[config.mk]
export PLATFORM = sky130hd
export DESIGN_NAME = sar_ctrl
export DESIGN_NICKNAME = d
export VERILOG_FILES = /design/src/logic/sar_ctrl_pkg.sv /design/src/logic/sar_ctrl.sv
export SDC_FILE = /design/constraint.sdc
export NUM_CORES = 1
export LEC_CHECK = 0
export BUFFER_PORTS_ARGS = -buffer_cell sky130_fd_sc_hd__buf_2
export CAP_MARGIN = 20
export CORE_MARGIN = 2
export CORE_UTILIZATION = 37
export CTS_CLUSTER_DIAMETER = 50
export DETAILED_ROUTE_END_ITERATION = 10
export PLACE_DENSITY_LB_ADDON = 0.1
export SKIP_CTS_REPAIR_TIMING = 1
export SLEW_MARGIN = 5
export SYNTH_ARGS = -nofsm -noshare
export SYNTH_HDL_FRONTEND = slang
export SYNTH_SLANG_ARGS = --single-unit
export TNS_END_PERCENT = 10
[constraint.sdc]
create_clock -name I_CLK -period 2.23 [get_ports I_CLK]
set_input_delay 0.3345 -clock I_CLK [delete_from_list [all_inputs] [get_ports I_CLK]]
set_output_delay 0.3345 -clock I_CLK [all_outputs]
set_load 0.03 [all_outputs]
[src/logic/sar_ctrl_pkg.sv]
package sar_ctrl_pkg;
  // result width and short-cycle length
  localparam int RES_W = 12;
  localparam int BITS_FULL = 12;
  localparam int BITS_SHORT = 8;
  localparam int LSB_NIB = 4;
  // clock rate and emulation acquisition delay
  localparam int CLK_PERIOD_NS = 50;
  localparam int EMU_DELAY_NS = 1600;
  localparam int EMU_DELAY_CYC = (EMU_DELAY_NS / CLK_PERIOD_NS) > 0 ?
                                 (EMU_DELAY_NS / CLK_PERIOD_NS) : 1;
  localparam int CNT_W = 8;
  localparam logic [CNT_W-1:0] CNT_ZERO = 8'h00;
  localparam logic [RES_W-1:0] RES_RST = 12'h000;
  localparam logic [3:0] NIB_ZERO = 4'h0;
endpackage
[src/logic/sar_ctrl.sv]
`timescale 1ns/1ns
`default_nettype none
module sar_ctrl
  import sar_ctrl_pkg::*;
#(
  parameter int EMU_CYC = EMU_DELAY_CYC
) (
  input wire logic I_CLK,
  input wire logic I_RSTN,
  input wire logic I_CE,
  input wire logic I_SEL_N,
  input wire logic I_RD_CONV,
  input wire logic I_LENGTH_BYTE_SELECT,
  input wire logic I_WORD_WIDE,
  input wire logic I_MODE_CTRL,
  input wire logic I_CMP,
  output logic O_BUSY,
  output logic O_HOLD,
  output logic [RES_W-1:0] O_RESULT_LINES,
  output logic [RES_W-1:0] O_RESULT_OE
);

  ////////////////////////////////////////////////////////////////////////////
  // pin synchronisers; first stage feeds only the second
  // the host drives these pins from its own timing, so every control level
  // passes two flops before any decode; this costs two cycles of start and
  // read latency, which stays far below the host's own setup windows
  // all control pins share one pipeline so levels that change together are seen
  // together, which keeps simultaneous start edges aligned

  logic [5:0] meta_q;
  logic [5:0] sync_q;
  logic [5:0] pins;
  logic cmp_meta_q;
  logic cmp_q;

  assign pins = {I_MODE_CTRL, I_WORD_WIDE, I_LENGTH_BYTE_SELECT, I_RD_CONV, I_SEL_N, I_CE};

  // control pin pipeline
  always_ff @(posedge I_CLK) begin
    if (!I_RSTN) begin
      meta_q <= 6'h00;
      sync_q <= 6'h00;
    end else begin
      meta_q <= pins;
      sync_q <= meta_q;
    end
  end

  // comparator pipeline; kept apart because its answer is analog in origin
  // and has no timing relation to the host pins
  always_ff @(posedge I_CLK) begin
    if (!I_RSTN) begin
      cmp_meta_q <= 1'b0;
      cmp_q <= 1'b0;
    end else begin
      cmp_meta_q <= I_CMP;
      cmp_q <= cmp_meta_q;
    end
  end

  logic ce_s;
  logic sel_n_s;
  logic rdc_s;
  logic lbs_s;
  logic wide_s;
  logic mode_ctrl_s;

  // live levels, nothing latched except the length input below
  assign ce_s = sync_q[0];
  assign sel_n_s = sync_q[1];
  assign rdc_s = sync_q[2];
  assign lbs_s = sync_q[3];
  assign wide_s = sync_q[4];
  assign mode_ctrl_s = sync_q[5];

  ////////////////////////////////////////////////////////////////////////////
  // start detection: rising edge of the combined start condition

  logic start_cond;
  logic start_cond_q;
  logic start_evt;

  // one AND of all three, so whichever input arrives last fires the same edge
  // and simultaneous changes see identical delay
  // the edge detector resets low, matching the synchronised idle levels, so
  // no false start follows reset; a host that already holds the start state
  // at release gets exactly one conversion once the pipeline has filled
  // limitation: a start pulse shorter than one clock period may be missed
  assign start_cond = ce_s & ~sel_n_s & ~rdc_s;

  always_ff @(posedge I_CLK) begin
    if (!I_RSTN) begin
      start_cond_q <= 1'b0;
    end else begin
      start_cond_q <= start_cond;
    end
  end

  assign start_evt = start_cond & ~start_cond_q;

  ////////////////////////////////////////////////////////////////////////////
  // conversion sequencer

  typedef enum logic [1:0] {ST_IDLE, ST_ACQ, ST_CONV, ST_LATCH} conv_state_e;

  conv_state_e state_q;
  logic short_q;
  logic [CNT_W-1:0] cnt_q;
  logic [RES_W-1:0] sar_q;
  logic [RES_W-1:0] trial;
  logic [RES_W-1:0] result_q;
  logic res_short_q;
  logic [3:0] bit_idx_q;

  // length captured on every start edge, also while busy
  always_ff @(posedge I_CLK) begin
    if (!I_RSTN) begin
      short_q <= 1'b0;
    end else if (start_evt) begin
      short_q <= lbs_s;
    end
  end

  // trial word with the bit under test set
  function automatic logic [RES_W-1:0] set_bit(input logic [RES_W-1:0] w, input logic [3:0] i);
    logic [RES_W-1:0] r;
    r = w;
    r[i] = 1'b1;
    return r;
  endfunction

  assign trial = set_bit(sar_q, bit_idx_q);

  // last count of the bit phase; the length is read live so a recapture
  // during busy still shortens or stretches the running conversion
  function automatic logic [CNT_W-1:0] last_bit_cnt(input logic short_len);
    logic [CNT_W-1:0] r;
    r = short_len ? CNT_W'(BITS_SHORT - 1) : CNT_W'(BITS_FULL - 1);
    return r;
  endfunction

  localparam logic [CNT_W-1:0] CNT_ONE = CNT_W'(1);
  localparam logic [3:0] IDX_ONE = 4'h1;
  localparam logic [3:0] IDX_TOP = 4'(RES_W - 1);

  logic acq_done;
  logic conv_done;
  logic go;

  // a start is only honoured in idle, so a running conversion cannot be restarted
  // by the three start inputs, though a start edge while busy still recaptures its length
  assign go = (state_q == ST_IDLE) & start_evt;
  assign acq_done = (state_q == ST_ACQ) & (cnt_q == CNT_W'(EMU_CYC - 1));
  assign conv_done = (state_q == ST_CONV) & (cnt_q == last_bit_cnt(short_q));

  // sequence timing, counted in clock edges after the start edge is seen:
  //   control mode: idle -> conv at once, hold rises with busy
  //   emulation mode: idle -> acq for EMU_CYC edges while the sample/hold
  //   keeps tracking, then conv
  //   conv lasts 12 or 8 edges, one bit decided per edge, msb first
  //   latch takes one edge; busy falls on that same edge
  // the acquisition wait trades aperture delay for drop-in timing: the
  // input only has to settle by the end of acq, not before the command

  // state register
  always_ff @(posedge I_CLK) begin
    if (!I_RSTN) begin
      state_q <= ST_IDLE;
    end else begin
      case (state_q)
        ST_IDLE: begin
          if (go) begin
            if (mode_ctrl_s) begin
              state_q <= ST_CONV;
            end else begin
              state_q <= ST_ACQ;
            end
          end
        end
        ST_ACQ: begin
          if (acq_done) begin
            state_q <= ST_CONV;
          end
        end
        ST_CONV: begin
          if (conv_done) begin
            state_q <= ST_LATCH;
          end
        end
        ST_LATCH: begin
          state_q <= ST_IDLE;
        end
        default: begin
          state_q <= ST_IDLE;
        end
      endcase
    end
  end

  // one counter serves both the acquisition wait and the bit phase; it is
  // cleared at every phase boundary so each phase counts from zero
  always_ff @(posedge I_CLK) begin
    if (!I_RSTN) begin
      cnt_q <= CNT_ZERO;
    end else if (go || acq_done || conv_done) begin
      cnt_q <= CNT_ZERO;
    end else if (state_q == ST_ACQ || state_q == ST_CONV) begin
      cnt_q <= cnt_q + CNT_ONE;
    end
  end

  // successive approximation register; the comparator keeps or drops the
  // trial bit of the current decision
  always_ff @(posedge I_CLK) begin
    if (!I_RSTN) begin
      sar_q <= RES_RST;
    end else if (go) begin
      sar_q <= RES_RST;
    end else if (state_q == ST_CONV) begin
      sar_q <= cmp_q ? trial : sar_q;
    end
  end

  // bit pointer walks from the msb down, one place per decision
  always_ff @(posedge I_CLK) begin
    if (!I_RSTN) begin
      bit_idx_q <= 4'h0;
    end else if (go) begin
      bit_idx_q <= IDX_TOP;
    end else if (state_q == ST_CONV && !conv_done) begin
      bit_idx_q <= bit_idx_q - IDX_ONE;
    end
  end

  // result latch, loaded on the edge that ends latch state, as busy falls
  always_ff @(posedge I_CLK) begin
    if (!I_RSTN) begin
      result_q <= RES_RST;
      res_short_q <= 1'b0;
    end else if (state_q == ST_LATCH) begin
      result_q <= sar_q;
      res_short_q <= short_q;
    end
  end

  ////////////////////////////////////////////////////////////////////////////
  // busy and sample/hold

  // busy covers latch state so it falls on the same edge that stores the result
  assign O_BUSY = (state_q != ST_IDLE);
  // hold only while bits are decided; tracking resumes in latch state
  // and throughout emulation acquisition
  assign O_HOLD = (state_q == ST_CONV);

  ////////////////////////////////////////////////////////////////////////////
  // output data and enables

  logic rd_ok;
  logic [RES_W-1:0] word;
  logic [RES_W-1:0] oe_d;
  logic [RES_W-1:0] data_d;
  logic [RES_W-1:0] oe_q;
  logic [RES_W-1:0] data_q;

  // short conversion leaves the low nibble unresolved: force zeros
  assign word = res_short_q ? {result_q[RES_W-1:LSB_NIB], NIB_ZERO} : result_q;

  // read path: enables follow the live pin levels with two synchroniser
  // stages plus one output register, so a host sees data about three
  // cycles after it sets up a read
  // the upper eight lines are shared by both bytes; lines 3..0 are only
  // ever driven in word mode, so an 8-bit bus tied to the upper group can
  // never see two drivers however byte-select toggles
  // limitation: a byte-select change mid-read shows the other byte after
  // the same three-cycle latency, with enables never overlapping
  // byte-select is read live here, never the captured copy
  assign rd_ok = rdc_s & ~O_BUSY & ce_s & ~sel_n_s;

  always_comb begin
    oe_d = RES_RST;
    data_d = RES_RST;
    if (rd_ok) begin
      if (wide_s) begin
        oe_d = {RES_W{1'b1}};
        data_d = word;
      end else if (!lbs_s) begin
        oe_d = {{(RES_W-LSB_NIB){1'b1}}, NIB_ZERO};
        data_d = {word[RES_W-1:LSB_NIB], NIB_ZERO};
      end else begin
        // upper group carries the low nibble and forced zeros; lines 3..0 stay off
        oe_d = {{(RES_W-LSB_NIB){1'b1}}, NIB_ZERO};
        data_d = {word[LSB_NIB-1:0], NIB_ZERO, NIB_ZERO};
      end
    end
  end

  // registered outputs; costs one cycle of enable delay but avoids glitches
  always_ff @(posedge I_CLK) begin
    if (!I_RSTN) begin
      oe_q <= RES_RST;
      data_q <= RES_RST;
    end else begin
      oe_q <= oe_d;
      data_q <= data_d;
    end
  end

  assign O_RESULT_OE = oe_q & {RES_W{~O_BUSY}};
  assign O_RESULT_LINES = data_q;

endmodule
`default_nettype wire

# == After elaboration in Yosys (flattened, before gate mapping) ==
# Index checks and enable logic that the tools add are counted.
# totals
regBits,79
output_inout_bits,26
# op_classes
n_addsub,2
n_reduce_logical,14
eq_ne,8
bitwise_logic,16
n_lt_le_gt_ge,2
n_mux,14
# ops
op,count
$mux 12,2
$mux 4,5
$and 12x12->12,1
$or 12x12->12,1
$and 1x1->1,9
$add 8x1->8 const B,1
$eq 8x4->1,1
$eq 8x5->1 const B,1
$mux 2,4
$pmux 2 s4,1
$lt 4x5->1 const B,1
$not 1->1,5
$demux 1 s4,1
$eq 2x2->1 const B,2
$ge 4x1->1 const B,1
$ne 2x2->1 const B,2
$reduce_and 2->1,2
$reduce_bool 2->1,2
$reduce_or 2->1,2
$sub 4x1->4 const B,1
$logic_or 1x1->1,3
$reduce_and 3->1,1
$eq 2x1->1 const B,1
$logic_and 1x1->1,2
4 further kinds,4

# == Depth between registers and ports, before layout ==
# depth
ltp_word,8
depth_mapped,7

# == Least setup slack after synthesis ==
# OpenSTA, ideal clock, no wires.
# synth_path
kind,register to register
start,register state_q[0]
end,register cnt_q[7]
slack_ns,0.594
stages_incl_launch_ff,8
period_less_slack_ns,1.636
required_time_ns,2.113
n_path_buf,1
arrival_ns,1.519
cell_sequence,dfxtp_1 > inv_1 > ha_1 > clkbuf_1 > nand4_1 > nor3_1 > xnor2_1 > nor2_1
# synth_via
elab_chain_cells,5
elab_cells_between_ends,10
classes_between,eq/ne: 2; bitwise: 3; reduce/logical: 5
# synth_lines
item,line_no,rtl
start: declaration,sar_ctrl.sv:107,conv_state_e state_q;
start signal: assignment,sar_ctrl.sv:169,state_q <= ST_IDLE;
start signal: assignment,sar_ctrl.sv:175,state_q <= ST_CONV;
start signal: assignment,sar_ctrl.sv:177,state_q <= ST_ACQ;
$eq 2x1->1 / $logic_not 2->1 (equally long branches),"sar_ctrl.sv:154, sar_ctrl.sv:208, sar_ctrl.sv:153",
"$and 1x1->1, on equally long branches","sar_ctrl.sv:154, sar_ctrl.sv:153",
$logic_or 1x1->1 (2 in a row),sar_ctrl.sv:206,end else if (go || acq_done || conv_done) begin
$reduce_or 2->1 (no source line),-,
end signal: assignment,sar_ctrl.sv:209,cnt_q <= cnt_q + CNT_ONE;
end: declaration,sar_ctrl.sv:109,logic [CNT_W-1:0] cnt_q;
# Several ways; a longest one is shown, not always the timed one.
# A chain may end at the register's enable or synchronous reset.

# == Final worst setup path ==
# layout_path
start,register state_q[0]
end,output port O_RESULT_OE[8]
# layout_via
elab_chain_cells,3
# layout_lines
item,line_no,rtl
$reduce_bool 2->1,sar_ctrl.sv:251,assign O_BUSY = (state_q != ST_IDLE);
$not 1->1,sar_ctrl.sv:309,assign O_RESULT_OE = oe_q & {RES_W{~O_BUSY}};
$and 12x12->12,sar_ctrl.sv:309,
end: declaration,sar_ctrl.sv:20,output logic [RES_W-1:0] O_RESULT_OE
# Every way passes these cells.

==> flow_summary.html <==
<table>
<tr><th>Metric</th><th>Value</th></tr>
<tr><th colspan="2">Run status</th></tr>
<tr><td>Run status</td><td>completed</td></tr>
<tr><th colspan="2">Die</th></tr>
<tr><td>Core area</td><td>7180 um2</td></tr>
<tr><td>Area enclosed by the die boundary</td><td>8000 um2</td></tr>
<tr><td>Std-Cell Rows</td><td>31</td></tr>
<tr><td>Ports</td><td>35</td></tr>
<tr><td>Die width</td><td>89.5 um</td></tr>
<tr><td>Die Height</td><td>89.5 um</td></tr>
<tr><td>Effective utilization at floorplan</td><td>37.7%</td></tr>
<tr><th colspan="2">Place</th></tr>
<tr><td>Post-DP Area</td><td>2900 um2</td></tr>
<tr><td>Number of port buffers</td><td>34</td></tr>
<tr><td>RePlAce Congestion</td><td>0.747</td></tr>
<tr><td>DP HPWL</td><td>3440 um</td></tr>
<tr><td>Placed Cells</td><td>389</td></tr>
<tr><th colspan="2">Timing</th></tr>
<tr><td>Worst Skew</td><td>7.62 ps</td></tr>
<tr><td>Max Slew Vio Count</td><td>0</td></tr>
<tr><td>Setup repair after global routing missed its margin</td><td>false</td></tr>
<tr><td>Final hold violation count</td><td>0</td></tr>
<tr><td>Endpoints failing setup</td><td>0</td></tr>
<tr><td>Tightest slew margin relative to the limit</td><td>69.3%</td></tr>
<tr><td>Fmax</td><td>531 MHz</td></tr>
<tr><td>Final Cycle Share</td><td>84.4%</td></tr>
<tr><td>Transition time of the tightest slew-check pin</td><td>460 ps</td></tr>
<tr><td>TNS Setup</td><td>0 ps</td></tr>
<tr><td>Minimum clock period</td><td>1880 ps</td></tr>
<tr><th colspan="2">Cells and area</th></tr>
<tr><td>FILL cells</td><td>708</td></tr>
<tr><td>Layout net count</td><td>320</td></tr>
<tr><td>Number of diodes added for antenna fixing</td><td>0</td></tr>
<tr><td>Share of post-route cells with drive strength above 1</td><td>21.2%</td></tr>
<tr><td>Post-layout instance count excluding filler cells</td><td>405</td></tr>
<tr><td>Core Util, Final</td><td>43.6%</td></tr>
<tr><td>Total area of multi-input combinational cells</td><td>1180 um2</td></tr>
<tr><td>Area growth syn-to-layout</td><td>15.8%</td></tr>
<tr><td>Storage cell area</td><td>1380 um2</td></tr>
<tr><td>Post-Layout Inst Area</td><td>3130 um2</td></tr>
<tr><th colspan="2">Power and ir drop</th></tr>
<tr><td>Lkg Pwr</td><td>0.00132 uW</td></tr>
<tr><td>PwrDens</td><td>891 nW/um2</td></tr>
<tr><td>Peak supply drop</td><td>0.440 mV</td></tr>
<tr><th colspan="2">Global routing</th></tr>
<tr><td>First-pass GRT wire length</td><td>8460 um</td></tr>
<tr><td>Number of antenna violations at the first check in global routing</td><td>0</td></tr>
<tr><td>Via count of the first global-routing pass</td><td>1,790</td></tr>
<tr><td>Pin count of the biggest net entering global routing</td><td>20</td></tr>
<tr><td>GRT Residual Overflow</td><td>0</td></tr>
<tr><td>Total routing resource utilization after global routing</td><td>14.0%</td></tr>
<tr><th colspan="2">Synth</th></tr>
<tr><td>Cell taking the most area after synthesis</td><td>sky130_fd_sc_hd__dfxtp_1</td></tr>
<tr><td>Post-Synthesis Cells</td><td>273</td></tr>
<tr><td>Number of warnings reported in the yosys synthesis log</td><td>0</td></tr>
<tr><td>Avg Cell Area, Syn</td><td>9.90 um2</td></tr>
<tr><td>Most frequently used cell type in the post-synthesis netlist</td><td>sky130_fd_sc_hd__dfxtp_1</td></tr>
<tr><td>Synth Cell Area</td><td>2700 um2</td></tr>
<tr><td>Top-area cell type share of the netlist area</td><td>51.1%</td></tr>
<tr><td>Number of storage elements in the synthesis netlist</td><td>69</td></tr>
<tr><td>Sequential-to-total area share from yosys stat</td><td>51.1%</td></tr>
<tr><td>Synth area leaders</td><td>sky130_fd_sc_hd__dfxtp_1 51%, sky130_fd_sc_hd__nor2_1 6.1%, sky130_fd_sc_hd__mux2i_1 5.9%, sky130_fd_sc_hd__and2_1 4.9%, sky130_fd_sc_hd__ha_1 4.6%</td></tr>
<tr><td>Most frequent cells after synthesis</td><td>69 x sky130_fd_sc_hd__dfxtp_1, 44 x sky130_fd_sc_hd__nor2_1, 21 x sky130_fd_sc_hd__and2_1, 17 x sky130_fd_sc_hd__a21oi_1, 16 x sky130_fd_sc_hd__mux2i_1</td></tr>
<tr><td>Post-synthesis net count</td><td>292</td></tr>
<tr><td>Main synth FF type</td><td>sky130_fd_sc_hd__dfxtp_1</td></tr>
<tr><td>Number of enable-type register cells in the synthesized netlist</td><td>0</td></tr>
<tr><td>Share of flip-flops with an asynchronous set or reset</td><td>0%</td></tr>
<tr><td>Unique masters post-synth</td><td>42</td></tr>
<tr><th colspan="2">Clock network</th></tr>
<tr><td>Worst-skew pair later-pin latency</td><td>340 ps</td></tr>
<tr><td>Clock transition at the registers of the reported paths</td><td>70 ps</td></tr>
<tr><td>Num Clock Sinks</td><td>69</td></tr>
<tr><td>Bufs on Longest Clock Path</td><td>2</td></tr>
<tr><td>TritonCTS Buffers</td><td>9</td></tr>
<tr><td>Root buffer cell</td><td>sky130_fd_sc_hd__clkbuf_8</td></tr>
<tr><td>Clock H-tree levels</td><td>3</td></tr>
<tr><td>CTS tree</td><td>done</td></tr>
<tr><th colspan="2">Critical path</th></tr>
<tr><td>Critical Path Max Stage Delay</td><td>340 ps</td></tr>
<tr><td>Library cell contributing the largest single delay on the critical path</td><td>sky130_fd_sc_hd__dfxtp_1</td></tr>
<tr><td>Reg2reg start</td><td>sync_q[2]$_SDFF_PN0_</td></tr>
<tr><td>Critical Path AT</td><td>1550 ps</td></tr>
<tr><td>Critical path launch point</td><td>state_q[0]$_SDFFE_PN0P_</td></tr>
<tr><td>Category of the most critical setup path</td><td>reg2out</td></tr>
<tr><td>Maximum fanout along the worst path</td><td>8</td></tr>
<tr><td>Count of buffering cells on the critical path with inverters included</td><td>2</td></tr>
<tr><td>Critical path's top delay family</td><td>flip-flops</td></tr>
<tr><td>Critical path capture point type</td><td>primary output</td></tr>
<tr><td>Startpoint type of the worst setup path</td><td>register</td></tr>
<tr><td>Cells along the critical path</td><td>inv_1, ha_1, and2_1, buf_2</td></tr>
<tr><td>Data required time at the worst endpoint</td><td>1900 ps</td></tr>
<tr><th colspan="2">Route</th></tr>
<tr><td>DRT antenna net count</td><td>0</td></tr>
<tr><td>DRT Wirelength</td><td>4990 um</td></tr>
<tr><td>DRT Pass-1 Iters</td><td>4</td></tr>
<tr><td>Via-per-instance ratio</td><td>4.65</td></tr>
<tr><td>Overall via count from detail_route</td><td>1,883</td></tr>
<tr><td>DR iter-0 viols</td><td>68</td></tr>
<tr><td>Number of DRC violations after detailed routing</td><td>0</td></tr>
<tr><td>Per-cell routed wire length</td><td>12.3 um</td></tr>
<tr><th colspan="2">Run</th></tr>
<tr><td>Max-cap violations</td><td>0</td></tr>
<tr><th colspan="2">Min path</th></tr>
<tr><td>Startpoint of the lowest-slack hold path</td><td>I_RD_CONV</td></tr>
<tr><td>Worst hold path class</td><td>in2reg</td></tr>
</table>
-- registers in the layout, indices dropped and copies added (netlist names) --
register,flops
O_RESULT_LINES,12
result_q,12
sar_q,12
cnt_q,8
meta_q,6
sync_q,6
bit_idx_q,4
oe_q,2
state_q,2
cmp_meta_q,1
cmp_q,1
res_short_q,1
short_q,1
start_cond_q,1
-- placed cells by master, fill, tap and decap left out, types with 2 or more instances in the layout --
| cell type | count |
|---|---|
| sky130_fd_sc_hd__nand2b_1 | 2 |
| sky130_fd_sc_hd__inv_1 | 7 |
| sky130_fd_sc_hd__a21oi_1 | 17 |
| sky130_fd_sc_hd__nor3_1 | 2 |
| sky130_fd_sc_hd__xnor2_1 | 3 |
| sky130_fd_sc_hd__nand2_1 | 13 |
| sky130_fd_sc_hd__nor3b_2 | 2 |
| sky130_fd_sc_hd__nor3b_1 | 4 |
| sky130_fd_sc_hd__nand3_1 | 2 |
| sky130_fd_sc_hd__nor2_1 | 44 |
| sky130_fd_sc_hd__ha_1 | 10 |
| sky130_fd_sc_hd__buf_4 | 3 |
| sky130_fd_sc_hd__nor2b_1 | 2 |
| sky130_fd_sc_hd__clkinv_2 | 2 |
| sky130_fd_sc_hd__and2_1 | 21 |
| sky130_fd_sc_hd__and3_1 | 8 |
| sky130_fd_sc_hd__bufinv_16 | 2 |
| sky130_fd_sc_hd__nand4_1 | 4 |
| sky130_fd_sc_hd__o211ai_1 | 2 |
| sky130_fd_sc_hd__clkbuf_8 | 11 |
| sky130_fd_sc_hd__buf_2 | 34 |
| sky130_fd_sc_hd__dfxtp_1 | 69 |
| sky130_fd_sc_hd__mux2i_1 | 16 |
| sky130_fd_sc_hd__xor2_1 | 4 |
| sky130_fd_sc_hd__a311oi_1 | 2 |
-- logic make-up after synthesis --
group,share of synthesized area (%)
buf+inv,5.37
fa+ha+maj,4.63
flops,51.1
simple gates,22.9
mux,5.93
xor+xnor,2.27
compound gates,7.82
-- stage by stage --
| step | setup slack, ps | hold slack (ps) | total power (uW) |
|---|---|---|---|
| after global placement | 463 | 416 | 1690 |
| after CTS | 306 | 183 | 2830 |
| after floorplan | 594 | 412 | 1600 |
| after global routing | 167 | 191 | 2930 |
| after detailed placement | 446 | 421 | 1690 |
| final | 348 | 196 | 2790 |
-- layout make-up --
cell class                      count  area share [%]
Clock buffer                       12            4.96
Clock inverter                      4            2.24
Inverter                            8           0.960
Multi-Input combinational cell    176            37.6
Sequential cell                    69            44.1
Tap cell                           99            3.96
Timing Repair Buffer               37            6.16
-- routing by layer --
layer | routed length (um) | track usage (%) | vias up
met5 | 0 | 0 | -
met4 | 53 | 7.19 | 0
met3 | 228 | 3.69 | 8
met2 | 2310 | 21.4 | 46
met1 | 2400 | 18.1 | 868
li1 | - | - | 961
-- report_power, final --
group          leakage (uW)  internal [uW]  switching (uW)
Clock              0.000116            688             447
Combinational      0.000648            133             206
Sequential         0.000559           1280            40.1
Total               0.00132           2100             692
-- final timing paths --
| check | slack [ps] | to | cells after the start |
|---|---|---|---|
| worst max register to register | 460 | cnt_q[6]$_SDFFE_PP0P_ | 4 |
| worst min register to register | 440 | sync_q[1]$_SDFF_PN0_ | 1 |
| worst min-delay path | 200 | meta_q[2]$_SDFF_PN0_ | 2 |
| worst max-delay path | 350 | O_RESULT_OE[8] | 4 |
No activity file was read; power rests on OpenSTA's default activity.
